`src/core/mcu_core_pkg.sv`:
```
// Purpose: shared types and constants of the instruction decoder core
// Assumes: 14-bit instruction words, 8-bit data, 13-bit program counter
// Notes:   every offset, reset value and cycle count lives here
package mcu_core_pkg;

  // ------------------------------------------------------------------
  // widths and cycle counts
  // ------------------------------------------------------------------
  localparam int INSTR_W = 14;
  localparam int PC_W = 13;
  localparam int STACK_DEPTH = 8;
  localparam int SP_W = $clog2(STACK_DEPTH);
  // oscillator periods per instruction cycle, one per phase state
  localparam int OSC_PER_CYCLE = 4;
  localparam logic [PC_W-1:0] PC_STEP = 13'h0001;
  localparam logic [PC_W-1:0] PC_SKIP_STEP = 13'h0002;

  // ------------------------------------------------------------------
  // register port map
  // ------------------------------------------------------------------
  localparam logic [2:0] REG_CTRL = 3'h0;
  localparam logic [2:0] REG_WORK = 3'h1;
  localparam logic [2:0] REG_STATUS = 3'h2;
  localparam logic [2:0] REG_PC_LO = 3'h3;
  localparam logic [2:0] REG_PC_HI = 3'h4;
  localparam int CTRL_RUN_BIT = 0;
  localparam int CTRL_WAKE_BIT = 1;

  // ------------------------------------------------------------------
  // types
  // ------------------------------------------------------------------
  typedef enum logic [1:0] {
    PH_ADDR = 2'b00, PH_INSTR = 2'b01, PH_READ = 2'b10, PH_EXEC = 2'b11
  } phase_t;

  typedef enum logic [3:0] {
    ALU_PASS_A = 4'h0, ALU_PASS_W = 4'h1, ALU_ZERO = 4'h2, ALU_ADD = 4'h3,
    ALU_SUB = 4'h4, ALU_AND = 4'h5, ALU_OR = 4'h6, ALU_XOR = 4'h7,
    ALU_COM = 4'h8, ALU_DEC = 4'h9, ALU_INC = 4'hA, ALU_RR = 4'hB,
    ALU_RL = 4'hC, ALU_SWAP = 4'hD, ALU_BCLR = 4'hE, ALU_BSET = 4'hF
  } alu_op_t;

  typedef struct packed {
    logic [7:0] y;
    logic c;
    logic dc;
  } alu_out_t;

  typedef struct packed {
    alu_op_t op;
    logic lit, to_file, to_w, upd_c, upd_dc, upd_z;
    logic skip_zero, btest, bwant, call, jump, ret, sleep, wdt;
  } decode_t;

  typedef struct packed {
    phase_t phase;
    logic [PC_W-1:0] pc;
    logic [PC_W-1:0] pm_addr;
    logic [INSTR_W-1:0] instr;
    logic [6:0] fr_addr;
    logic [7:0] operand;
    logic [7:0] w;
    logic c, dc, z, to, pd;
    logic flush, standby, run;
    logic [SP_W-1:0] sp;
    logic [STACK_DEPTH-1:0][PC_W-1:0] stack;
    logic [7:0] pin_meta;
    logic [7:0] pin_sync;
    logic [7:0] fr_wdata;
    logic fr_we, prescale_clr, wdt_clr;
    logic [7:0] rdata;
  } core_state_t;

  // after reset: running, timeout and powerdown flags high, rest zero
  localparam core_state_t STATE_RESET = '{phase: PH_ADDR, to: 1'b1,
                                          pd: 1'b1, run: 1'b1,
                                          default: '0};

endpackage : mcu_core_pkg

```
`src/core/mcu_instruction_decoder.sv`:
```
// Purpose: decodes and executes 14-bit instruction words, four clocks per instruction cycle
// Assumes: program memory answers one clock after the address, file memory in the same clock
// Notes:   two-cycle instructions run a second, flushed cycle as no-op
//
// Contract
// - destination bit picks working or file register
// - add literal to working, update C DC Z
// - bit clear in file register, flags kept
// - bit set in file register, flags kept
// - skip next when tested bit is zero
// - skip next when tested bit is one
// - decrement to destination, skip on zero
// - increment to destination, skip on zero
// - jumps and skips take two cycles
// - port self-modify reads pin levels
// - timer count write clears assigned prescaler
// - rotates go through carry, carry only
// - file logic ops update zero only
// - literal logic ops into working, zero only
// - literal minus working, update C DC Z
// - literal return loads working, plain return keeps it; both two cycles
// - standby in one cycle, sets status
// - each instruction is one 14-bit word
// - cycle spans four clocks, one or two per instruction
// - named file register always read first
// - watchdog clear sets timeout and powerdown
`timescale 1ns/1ns
module mcu_instruction_decoder #(
  parameter logic [6:0] TIMER_ADDR = 7'h01,
  parameter logic [6:0] PORT_ADDR = 7'h05
) (
  input wire logic CLOCK,
  input wire logic RESETN,
  input wire logic CE,
  output logic [12:0] PM_ADDR,
  input wire logic [13:0] PM_DATA,
  output logic [6:0] FR_ADDR,
  input wire logic [7:0] FR_RDATA,
  output logic [7:0] FR_WDATA,
  output logic FR_WE,
  input wire logic [7:0] PIN_LEVELS,
  input wire logic [1:0] PAGE_SEL,
  input wire logic PRESCALER_ON_TIMER,
  output logic PRESCALE_CLR,
  output logic WDT_CLR,
  output logic STANDBY,
  output logic [7:0] WORK_REG,
  input wire logic [2:0] REG_ADDR,
  input wire logic [7:0] REG_WDATA,
  input wire logic REG_WR,
  input wire logic REG_RD,
  output logic [7:0] REG_RDATA
);

  // ------------------------------------------------------------------
  // reset release
  // ------------------------------------------------------------------
  logic rst_meta_reg;
  logic rst_sync_reg;

  // reset asserts at once but leaves through two flops
  always_ff @(posedge CLOCK or negedge RESETN) begin
    if (!RESETN) begin
      rst_meta_reg <= 1'b0;
      rst_sync_reg <= 1'b0;
    end else begin
      rst_meta_reg <= 1'b1;
      rst_sync_reg <= rst_meta_reg;
    end
  end

  // ------------------------------------------------------------------
  // state and decode
  // ------------------------------------------------------------------
  mcu_core_pkg::core_state_t s_reg;
  mcu_core_pkg::core_state_t s_next;
  mcu_core_pkg::decode_t dec;
  mcu_core_pkg::alu_out_t alu;
  logic [13:0] ins;
  logic [2:0] bsel;
  logic adv;
  logic exec;
  logic skip;
  logic [12:0] pc_inc;

  assign ins = s_reg.instr; // one whole word per instruction
  assign bsel = ins[9:7];
  assign adv = s_reg.run && !s_reg.standby;
  assign exec = CE && adv && s_reg.phase == mcu_core_pkg::PH_EXEC &&
                !s_reg.flush;
  assign pc_inc = 13'(s_reg.pc + mcu_core_pkg::PC_STEP);

  // field decode; casez wildcards make don't-care bits harmless
  always_comb begin
    dec = '{op: mcu_core_pkg::ALU_PASS_A, default: 1'b0};
    case (ins[13:12])
      2'b00: begin
        dec.to_file = ins[7]; // d = 1 writes back to f
        dec.to_w = !ins[7]; // d = 0 writes working
        dec.upd_z = 1'b1;
        case (ins[11:8])
          4'h0: begin
            dec.upd_z = 1'b0;
            dec.to_w = 1'b0;
            dec.op = mcu_core_pkg::ALU_PASS_W;
            casez (ins[7:0])
              8'b1???_????: dec.to_file = 1'b1;
              8'h08, 8'h09: dec.ret = 1'b1;
              8'h63: dec.sleep = 1'b1;
              8'h64: dec.wdt = 1'b1;
              default: dec.to_file = 1'b0;
            endcase
          end
          4'h1: dec.op = mcu_core_pkg::ALU_ZERO;
          4'h2: begin
            dec.op = mcu_core_pkg::ALU_SUB;
            {dec.upd_c, dec.upd_dc} = 2'b11;
          end
          4'h3: dec.op = mcu_core_pkg::ALU_DEC;
          4'h4: dec.op = mcu_core_pkg::ALU_OR;
          4'h5: dec.op = mcu_core_pkg::ALU_AND;
          4'h6: dec.op = mcu_core_pkg::ALU_XOR;
          4'h7: begin
            dec.op = mcu_core_pkg::ALU_ADD;
            {dec.upd_c, dec.upd_dc} = 2'b11;
          end
          4'h9: dec.op = mcu_core_pkg::ALU_COM;
          4'hA: dec.op = mcu_core_pkg::ALU_INC;
          4'hB: begin
            dec.op = mcu_core_pkg::ALU_DEC;
            {dec.upd_z, dec.skip_zero} = 2'b01;
          end
          4'hC, 4'hD: begin
            dec.op = ins[8] ? mcu_core_pkg::ALU_RL : mcu_core_pkg::ALU_RR;
            {dec.upd_z, dec.upd_c} = 2'b01;
          end
          4'hE: dec.upd_z = 1'b0;
          4'hF: begin
            dec.op = mcu_core_pkg::ALU_INC;
            {dec.upd_z, dec.skip_zero} = 2'b01;
          end
          default: dec.op = mcu_core_pkg::ALU_PASS_A;
        endcase
        if (ins[11:8] == 4'hE) begin
          dec.op = mcu_core_pkg::ALU_SWAP;
        end
      end
      2'b01: begin
        case (ins[11:10])
          2'b00: begin
            dec.op = mcu_core_pkg::ALU_BCLR;
            dec.to_file = 1'b1;
          end
          2'b01: begin
            dec.op = mcu_core_pkg::ALU_BSET;
            dec.to_file = 1'b1;
          end
          2'b10: dec.btest = 1'b1;
          default: {dec.btest, dec.bwant} = 2'b11;
        endcase
      end
      2'b10: begin
        dec.jump = 1'b1;
        dec.call = !ins[11];
      end
      default: begin
        dec.lit = 1'b1;
        dec.to_w = 1'b1; // literal results land in working
        dec.upd_z = 1'b1;
        casez (ins[11:8])
          4'b00??: dec.upd_z = 1'b0;
          4'b01??: {dec.upd_z, dec.ret} = 2'b01;
          4'b1000: dec.op = mcu_core_pkg::ALU_OR;
          4'b1001: dec.op = mcu_core_pkg::ALU_AND;
          4'b1010: dec.op = mcu_core_pkg::ALU_XOR;
          4'b110?: begin
            dec.op = mcu_core_pkg::ALU_SUB;
            {dec.upd_c, dec.upd_dc} = 2'b11;
          end
          4'b111?: begin
            dec.op = mcu_core_pkg::ALU_ADD;
            {dec.upd_c, dec.upd_dc} = 2'b11;
          end
          default: dec.upd_z = 1'b0;
        endcase
      end
    endcase
  end

  // ------------------------------------------------------------------
  // datapath
  // ------------------------------------------------------------------
  mcu_alu alu_i (
    .op(dec.op),
    .a(dec.lit ? ins[7:0] : s_reg.operand),
    .w(s_reg.w),
    .bit_sel(bsel),
    .cin(s_reg.c),
    .res(alu)
  );

  // skip on zero result or on the tested bit matching
  assign skip = (dec.skip_zero && alu.y == 8'h00) ||
                (dec.btest && s_reg.operand[bsel] == dec.bwant);

  // ------------------------------------------------------------------
  // next state
  // ------------------------------------------------------------------
  // four phases per instruction: address, fetch, file read, execute
  always_comb begin
    s_next = s_reg;
    s_next.pin_meta = PIN_LEVELS;
    s_next.pin_sync = s_reg.pin_meta;
    s_next.fr_we = 1'b0;
    s_next.prescale_clr = 1'b0;
    s_next.wdt_clr = 1'b0;
    s_next.rdata = 8'h00;
    // register port; unmapped reads return zero
    if (REG_RD) begin
      case (REG_ADDR)
        mcu_core_pkg::REG_CTRL: s_next.rdata = {7'h00, s_reg.run};
        mcu_core_pkg::REG_WORK: s_next.rdata = s_reg.w;
        mcu_core_pkg::REG_STATUS:
          s_next.rdata = {2'b00, s_reg.standby, s_reg.to, s_reg.pd,
                          s_reg.z, s_reg.dc, s_reg.c};
        mcu_core_pkg::REG_PC_LO: s_next.rdata = s_reg.pc[7:0];
        mcu_core_pkg::REG_PC_HI: s_next.rdata = {3'b000, s_reg.pc[12:8]};
        default: s_next.rdata = 8'h00;
      endcase
    end
    // wake is applied first so a standby in the same cycle still wins
    if (REG_WR && REG_ADDR == mcu_core_pkg::REG_CTRL) begin
      s_next.run = REG_WDATA[mcu_core_pkg::CTRL_RUN_BIT];
      if (REG_WDATA[mcu_core_pkg::CTRL_WAKE_BIT]) begin
        s_next.standby = 1'b0;
      end
    end
    if (adv) begin
      case (s_reg.phase) // one state per oscillator period
        mcu_core_pkg::PH_ADDR: s_next.phase = mcu_core_pkg::PH_INSTR;
        mcu_core_pkg::PH_INSTR: begin
          s_next.instr = PM_DATA;
          s_next.fr_addr = PM_DATA[6:0];
          s_next.phase = mcu_core_pkg::PH_READ;
        end
        mcu_core_pkg::PH_READ: begin
          // always read first, even for pure writes
          // the port reads its pins, not the latch
          s_next.operand = (s_reg.fr_addr == PORT_ADDR) ? s_reg.pin_sync
                                                         : FR_RDATA;
          s_next.phase = mcu_core_pkg::PH_EXEC;
        end
        default: begin
          s_next.phase = mcu_core_pkg::PH_ADDR;
          s_next.flush = 1'b0; // second cycle ran as no-op
          if (!s_reg.flush) begin
            s_next.pc = pc_inc;
            if (dec.to_w) begin
              s_next.w = dec.ret && !dec.lit ? s_reg.w : alu.y;
            end
            if (dec.to_file) begin
              s_next.fr_we = 1'b1;
              s_next.fr_wdata = alu.y;
            end
            if (dec.upd_c) begin
              s_next.c = alu.c;
            end
            if (dec.upd_dc) begin
              s_next.dc = alu.dc;
            end
            if (dec.upd_z) begin
              s_next.z = alu.y == 8'h00;
            end
            // timer count rewrite restarts its prescaler
            if (dec.to_file && s_reg.fr_addr == TIMER_ADDR &&
                PRESCALER_ON_TIMER) begin
              s_next.prescale_clr = 1'b1;
            end
            // skipped word is stepped over and its slot flushed
            if (skip) begin
              s_next.pc = 13'(s_reg.pc + mcu_core_pkg::PC_SKIP_STEP);
              s_next.flush = 1'b1;
            end
            // page bits supply the top of the jump target
            if (dec.jump) begin
              s_next.pc = {PAGE_SEL, ins[10:0]};
              s_next.flush = 1'b1;
            end
            if (dec.call) begin
              s_next.stack[s_reg.sp] = pc_inc;
              s_next.sp = s_reg.sp + 1'b1;
            end
            if (dec.ret) begin
              s_next.pc = s_reg.stack[s_reg.sp - 1'b1];
              s_next.sp = s_reg.sp - 1'b1;
              s_next.flush = 1'b1;
            end
            if (dec.sleep) begin
              s_next.standby = 1'b1;
              {s_next.to, s_next.pd} = 2'b10;
            end
            if (dec.wdt) begin
              s_next.wdt_clr = 1'b1;
              {s_next.to, s_next.pd} = 2'b11;
            end
          end
          s_next.pm_addr = s_next.pc;
        end
      endcase
    end
  end

  // clock enable low freezes every field
  always_ff @(posedge CLOCK or negedge rst_sync_reg) begin
    if (!rst_sync_reg) begin
      s_reg <= mcu_core_pkg::STATE_RESET;
    end else if (CE) begin
      s_reg <= s_next;
    end
  end

  // outputs come straight from the state register
  assign PM_ADDR = s_reg.pm_addr;
  assign FR_ADDR = s_reg.fr_addr;
  assign FR_WDATA = s_reg.fr_wdata;
  assign FR_WE = s_reg.fr_we;
  assign PRESCALE_CLR = s_reg.prescale_clr;
  assign WDT_CLR = s_reg.wdt_clr;
  assign STANDBY = s_reg.standby;
  assign WORK_REG = s_reg.w;
  assign REG_RDATA = s_reg.rdata;
endmodule : mcu_instruction_decoder

```
`src/core/mcu_alu.sv`:
```
// Purpose: 8-bit arithmetic and logic unit of the core
// Assumes: purely combinational, operands already selected
// Notes:   subtraction is a minus w, carry set means no borrow
`timescale 1ns/1ns
module mcu_alu (
  input wire mcu_core_pkg::alu_op_t op,
  input wire logic [7:0] a,
  input wire logic [7:0] w,
  input wire logic [2:0] bit_sel,
  input wire logic cin,
  output mcu_core_pkg::alu_out_t res
);

  // ------------------------------------------------------------------
  // adder shared by add and subtract
  // ------------------------------------------------------------------
  // returns {digit carry, carry, sum}
  function automatic logic [9:0] add8(input logic [7:0] x,
                                      input logic [7:0] y,
                                      input logic ci);
    logic [4:0] lo;
    logic [8:0] full;
    lo = {1'b0, x[3:0]} + {1'b0, y[3:0]} + {4'h0, ci};
    full = {1'b0, x} + {1'b0, y} + {8'h00, ci};
    add8 = {lo[4], full};
  endfunction : add8

  // ------------------------------------------------------------------
  // operation select
  // ------------------------------------------------------------------
  // carry and digit carry only meaningful for add, sub and rotates
  always_comb begin
    logic [9:0] sum;
    sum = 10'h000;
    res = '{y: a, c: cin, dc: 1'b0};
    case (op)
      mcu_core_pkg::ALU_PASS_A: res.y = a;
      mcu_core_pkg::ALU_PASS_W: res.y = w;
      mcu_core_pkg::ALU_ZERO: res.y = 8'h00;
      mcu_core_pkg::ALU_ADD: begin
        sum = add8(a, w, 1'b0);
        res = '{y: sum[7:0], c: sum[8], dc: sum[9]};
      end
      mcu_core_pkg::ALU_SUB: begin
        sum = add8(a, ~w, 1'b1);
        res = '{y: sum[7:0], c: sum[8], dc: sum[9]};
      end
      mcu_core_pkg::ALU_AND: res.y = a & w;
      mcu_core_pkg::ALU_OR: res.y = a | w;
      mcu_core_pkg::ALU_XOR: res.y = a ^ w;
      mcu_core_pkg::ALU_COM: res.y = ~a;
      mcu_core_pkg::ALU_DEC: res.y = 8'(a - 8'h01);
      mcu_core_pkg::ALU_INC: res.y = 8'(a + 8'h01);
      mcu_core_pkg::ALU_RR: res = '{y: {cin, a[7:1]}, c: a[0], dc: 1'b0};
      mcu_core_pkg::ALU_RL: res = '{y: {a[6:0], cin}, c: a[7], dc: 1'b0};
      mcu_core_pkg::ALU_SWAP: res.y = {a[3:0], a[7:4]};
      mcu_core_pkg::ALU_BCLR: res.y = a & ~(8'h01 << bit_sel);
      mcu_core_pkg::ALU_BSET: res.y = a | (8'h01 << bit_sel);
      default: res.y = a;
    endcase
  end

endmodule : mcu_alu

```
`config.mk`:
```
export PLATFORM = sky130hd
export DESIGN_NAME = mcu_instruction_decoder
export DESIGN_NICKNAME = d
export VERILOG_FILES = /design/src/core/mcu_core_pkg.sv /design/src/core/mcu_instruction_decoder.sv /design/src/core/mcu_alu.sv
export SDC_FILE = /design/constraint.sdc
export NUM_CORES = 1
export LEC_CHECK = 0
export ABC_AREA = 1
export BUFFER_PORTS_ARGS = -buffer_cell sky130_fd_sc_hd__buf_4
export CAP_MARGIN = 10
export CORE_ASPECT_RATIO = 0.9
export CORE_UTILIZATION = 30
export CTS_CLUSTER_DIAMETER = 100
export DETAILED_ROUTE_END_ITERATION = 8
export PLACE_DENSITY = 0.51
export SYNTH_ARGS = -nofsm -noshare
export SYNTH_HDL_FRONTEND = slang
export SYNTH_SLANG_ARGS = --single-unit
export TNS_END_PERCENT = 20
```
`constraint.sdc`:
```
create_clock -name CLOCK -period 8.5 [get_ports CLOCK]
set_input_delay 1.7 -clock CLOCK [delete_from_list [all_inputs] [get_ports CLOCK]]
set_output_delay 1.7 -clock CLOCK [all_outputs]
set_load 0.03 [all_outputs]
```
* Word-level counts from Yosys, hierarchy flattened
Cells that the tools add are included.
** Storage, ports and cells
- Flip-flop bits (word level) :: 204
- Output and inout bits :: 48
- Logic and storage cells :: 225
- Bits of input ports :: 49
** Operators by class
- Multiplexer cells :: 66
- $add $sub $neg :: 12
- Bitwise logic cells :: 11
- Reduce and logical (&&, ||, !) cells :: 50
- Magnitude comparators :: 4
- Eq/ne operators :: 49
- Shift operators :: 1
** Operators with widths (number)
- 8-bit case mux with 16 select lines :: 1
- 107-bit two-way mux :: 1
- 104-bit bitwise mux :: 1
- 13-bit two-way mux :: 6
- 4-bit == test (second input constant) :: 16
- 4-bit case mux with 11 select lines :: 1
- 8-bit case mux with 5 select lines :: 1
- 13-bit binary-select mux with 3-bit select :: 1
- 13-bit demux with 3-bit select :: 1
- 4-bit by 3-bit == test with 1-bit output (second input constant) :: 8
- 5-bit AND reduction :: 6
- 1-bit two-way mux :: 25
- 8-bit two-way mux :: 3
- 8-bit NOT :: 3
- 8-bit by 8-bit adder with 9-bit output :: 2
- 2-bit two-way mux :: 9
- 3-bit two-way mux :: 6
- 2-bit OR reduction :: 9
- 8-bit AND :: 2
- 4-bit by 2-bit == test with 1-bit output (second input constant) :: 4
- 8-bit by 4-bit == test with 1-bit output (second input constant) :: 2
- 8-bit by 7-bit == test with 1-bit output (second input constant) :: 2
- 8-bit bitwise OR :: 2
- 4-bit case mux with 2 select lines :: 2
- other kinds (46) :: 79

* Logic depth before layout (Yosys ltp)
- Depth after elaboration :: 16
- Gate-level depth with buffers :: 33
- Gate-level depth less buffers :: 31

* Cells and area by module
From an unflattened synthesis, not the netlist that was laid out.
** Second synthesis, totals
- Cell total of the unflattened synthesis :: 1663
- Area total of the unflattened synthesis :: 12250.5 µm²
** Modules (own cells, without submodules)
- mcu_instruction_decoder :: instances 1, cells an instance 1253, area an instance 10173.5 µm², seq. area each 4907.2 µm²
- mcu_alu :: instances 1, cells an instance 410, area an instance 2077.0 µm², seq. area each 0.0 µm²

* Worst setup path after synthesis
No wires, ideal clock.
- Path type :: register to register
- From :: reg s_reg, in the netlist ins[12]
- To :: reg s_reg, in the netlist PM_ADDR[11]
- Path buffers :: 4
- Path slack :: 4823 ps
- Data required time :: 8383 ps
- Library setup time :: 117 ps
- Data arrival time :: 3561 ps
- Period minus slack after synthesis :: 3677 ps
- Stages on the path, launching flop included :: 30
- Path through :: dfrtp_1 ha_1 buf_2 buf_1 o21ai_0 inv_1 ha_1 clkbuf_1 a21oi_1 inv_1 a31oi_1 xor2_1 inv_1 nand2_1 nand2_1 nor2_1 nand2_1 nor2_1 nand2_1 nor2_1 nand2_1 nor2_4 nand3_4 nand2_4 buf_8 nand2_1 nand3_1 nand2_1 nand2_1 nand2_1
** On the way
- Cells in the longest elaborated chain, start to end :: 13
- Elaborated cells between the ends (all ways) :: 48
- Classes of those cells :: add/sub (5); eq/ne (18); mux (11); bitwise (6); reduce/logical (8)
** Ends and longest elaborated chain
- start, declared :: RTL line mcu_instruction_decoder.sv:75 : mcu_core_pkg::core_state_t s_reg;
- start signal, assigned :: RTL line mcu_instruction_decoder.sv:316 : s_reg <= mcu_core_pkg::STATE_RESET;
- start signal, assigned :: RTL line mcu_instruction_decoder.sv:318 : s_reg <= s_next;
- 2-bit == test, or another cell as far along :: RTL line mcu_instruction_decoder.sv:96 : case (ins[13:12])
- 3-bit OR reduction (no line)
- 8-bit two-way mux :: RTL line mcu_instruction_decoder.sv:195 : .a(dec.lit ? ins[7:0] : s_reg.operand),
- 8-bit by 8-bit adder with 9-bit output :: RTL line mcu_alu.sv:24 : full = {1'b0, x} + {1'b0, y} + {8'h00, ci};
- 9-bit by 1-bit adder with 9-bit output :: RTL line mcu_alu.sv:24
- 8-bit case mux with 16 select lines :: RTL line mcu_alu.sv:36 : case (op)
- 8-bit zero test :: RTL line mcu_instruction_decoder.sv:203 : assign skip = (dec.skip_zero && alu.y == 8'h00) ||
- 1-bit logical AND :: RTL line mcu_instruction_decoder.sv:203
- 1-bit logical OR :: RTL line mcu_instruction_decoder.sv:203
- 13-bit two-way mux :: RTL line mcu_instruction_decoder.sv:280 : if (skip) begin
- 13-bit two-way mux :: RTL line mcu_instruction_decoder.sv:285 : if (dec.jump) begin
- 13-bit two-way mux (*) :: RTL line mcu_instruction_decoder.sv:293 : if (dec.ret) begin
- 13-bit two-way mux (*) :: RTL line mcu_instruction_decoder.sv:256 : if (!s_reg.flush) begin
Mark *: on every way between the ends. The rest lies on a longest branch, timed or not.
A chain may end at the register's enable or synchronous reset.

* Final worst setup path
- From :: reg s_reg, in the netlist ins[13]
- To :: reg s_reg, in the netlist PM_ADDR[5]
The elaborated chain is that of the path after synthesis.

==> metrics.csv <==
stage,metric,value,unit
run_status,outcome,"finished, final reports clean",
timing,period_needed,5.05,ns
final_layout,fin_nets,1748,
logic_synthesis,synth-edff-count,0,
timing,rsz0062_at_grt,no,
critical_path,critical_path_buf_inv_count,2,
final_layout,final_cells,2207,
floorplan,core_area,40000,um^2
logic_synthesis,seq_area_frac_synth,0.399,
logic_synthesis,synth.area.top_cells,"dfrtp_1 (39%), nand2_1 (12%), o21ai_0 (9.8%)",
floorplan,dieArea,41800,um^2
logic_synthesis,synth_most_common_cell,nand2_1,
critical_path,r2r_setup_slack,3.45,ns
floorplan,rows,69,
final_layout,antenna_cells,0,
grt,grt_pass1_vias,10400,
pwr,pwr-share-seq,0.237,
final_layout,nFillCells,4266,
logic_synthesis,yosys.area_share.simple,0.252,
drt,avgViaCountPerCell,5.04,
hold_path,hold_path_class,flop to flop,
floorplan,die_h,194,um
logic_synthesis,synth_mux_area_frac,0.00896,
clock_network,cts.htree.levels,4,
drt,routedWlPerCell,18.2,um
floorplan,initial_utilization,0.308,
clock_network,postCtsSetupBuffers,0,
placement,io_buffers,90,
critical_path,rr_startpoint,ins[13],
grt,grt_max_degree,75,
final_layout,seqCellArea,4910,um^2
final_layout,syn_to_final_growth,11.5,%
final_layout,drive_above_1_share,0.127,
pwr,power.internal,2.62,mW
drt,drc_errors,0,
pwr,pwr_density_cell,424,nW/um^2
timing,fmax,0.198,GHz
final_layout,multi_input_area,6240,um^2
clock_network,cts_resized,0,
logic_synthesis,synth_area,12300,um^2
timing,whs,0.355,ns
timing,slew_headroom,0.305,
critical_path,critPathKind,flop to flop,
critical_path,arrival,5.38,ns
logic_synthesis,synth-compound-area-share,0.183,
clock_network,clockRootBuffer,clkbuf_16,
critical_path,critPathMaxStageDelay,0.63,ns
pwr,switching_power,3.19,mW
clock_network,cts_tree,built,
pwr,swShare,0.550,
grt,grt_pass1_wl,62500,um
grt,grt_usage,0.193,
logic_synthesis,synth_xor_area_frac,0.0235,
timing,skew,0.0155,ns
pwr,p_leak,6.49,nW
timing,tightest_slew,1.04,ns
placement,pre_cts_ws,3.51,ns
critical_path,timing.rr.end,PM_ADDR[5],
timing,finalCritPeriodShare,0.594,
logic_synthesis,synth_flop_cell,dfrtp_1,
clock_network,clk_pin_slew,0.08,ns
pwr,p_comb_frac,0.619,
critical_path,cp_common_cell,nand2_1,
placement,dpl.hpwl,28800,um
floorplan,ioPinCount,97,
drt,dr.first_iter.drc_count,891,
timing,worst_slack,3.45,ns
grt,antenna_found_initial,0,
logic_synthesis,synth_common_cells,"nand2_1 (403), o21ai_0 (241), dfrtp_1 (194)",
critical_path,path_max_fanout,21,
logic_synthesis,syn_nets,1738,
critical_path,cp_slowest_cell,ha_1,
critical_path,critPathLaunch,ins[13],
logic_synthesis,synth_top_area_frac,0.395,
timing,setup_viol,0,
logic_synthesis,ys_warn_count,0,
logic_synthesis,ys_ff_latch,196,
logic_synthesis,synth_cell_types,58,
clock_network,cts_buffers,17,
critical_path,reg2reg_depth,26,
placement,gp_congestion,0.981,
critical_path,worstSetupStartpointType,flop,
timing,fin_tns_setup,0,ns
timing,hold_viol,0,
drt,vias,11100,
run,drv_cap,0,
critical_path,critPathTopFamily,simple AND/OR/NAND/NOR gates,
drt,firstDrtPassIters,5,
floorplan,die_x,215,um
logic_synthesis,syn_inst,1652,
timing,slew_violations,0,
critical_path,crit_required,8.84,ns
logic_synthesis,synth_top_family_by_area,simple AND/OR/NAND/NOR gates,
critical_path,crit_cells,26,
clock_network,clkLatencyLatePin,0.46,ns
drt,drt_wl_total,40100,um
clock_network,cts-hold-fix-buffers,0,
critical_path,cp-end-kind,flop,
critical_path,cp-endpoint,PM_ADDR[5],
clock_network,numClockSinks,196,
pwr,power.share.clock,0.144,
logic_synthesis,synth.avg_cell_area,7.44,um^2
grt,overflow,0,
placement,dp.cells,2175,
pwr,ir_worst_vdd,0.178,mV
logic_synthesis,synthAdderAreaFrac,0.0395,
hold_path,min_path_cells,0,
logic_synthesis,synth_top_area_cell,dfrtp_1,
logic_synthesis,synthArstFlopShare,1.00,
clock_network,cts_buffer_depth,2,
drt,final_antenna_net_count,0,
cells in the final DEF (no fill, tap or decap), types with 8 or more instances in the layout:
cell / n
o22ai_1: 32
buf_4: 101
xor2_1: 27
nor2_2: 9
nand2_2: 14
o21ai_0: 240
mux2_2: 8
o21ai_1: 10
inv_2: 8
nand2_1: 403
a21oi_1: 65
nand3_1: 85
o221ai_1: 14
dfrtp_1: 193
nor2_1: 160
nor3_1: 13
inv_1: 129
clkbuf_16: 17
nand4_1: 13
ha_1: 34
cells by family after synthesis:
group,after synthesis
fa+ha+maj,37
compound gates,402
simple gates,723
other cells,1
xor+xnor,33
mux,10
flops,196
buf+inv,250
power by group through the flow:
| stage | combinational [mW] | clock (mW) | sequential (mW) |
|---|---|---|---|
| finish | 3.59 | 0.838 | 1.38 |
| floorplan | 2.68 | 0 | 1.26 |
| CTS | 3.57 | 0.861 | 1.37 |
| global route | 3.97 | 0.896 | 1.41 |
| global placement | 3.55 | 0 | 1.39 |
| detailed placement | 3.56 | 0 | 1.39 |
per-layer routing:
layer  track usage  vias to the layer above  share of wire
met4        0.0510                        0          0.016
met3        0.0431                       33          0.077
met5             0                        -              0
li1              -                     5456              -
met2         0.259                      373           0.40
met1         0.301                     5268           0.51
cell type report:
class	count	area share
Multi-Input combinational cell	1206	0.455
Sequential cell	196	0.358
Tap cell	532	0.0485
Clock inverter	13	0.0109
Inverter	140	0.0387
Timing Repair Buffer	101	0.0553
Clock buffer	19	0.0330
metrics by stage:
step	total power, mW	instance area (um^2)	utilization
after floorplan	3.93	12300	-
after global placement	4.94	13100	0.328
after detailed placement	4.95	13100	0.328
after CTS	5.81	13700	0.343
after global routing	6.28	13700	0.343
final	5.81	13700	0.343
worst min path at each step:
stage                      start            to  slack [ns]
floorplan           rst_meta_reg  rst_sync_reg        0.33
global placement    rst_meta_reg  rst_sync_reg        0.34
detailed placement  rst_meta_reg  rst_sync_reg        0.34
CTS                 rst_meta_reg  rst_sync_reg        0.36
global route        rst_meta_reg  rst_sync_reg        0.37
finish              rst_meta_reg  rst_sync_reg        0.36
Power figures use the tool's default switching activity.
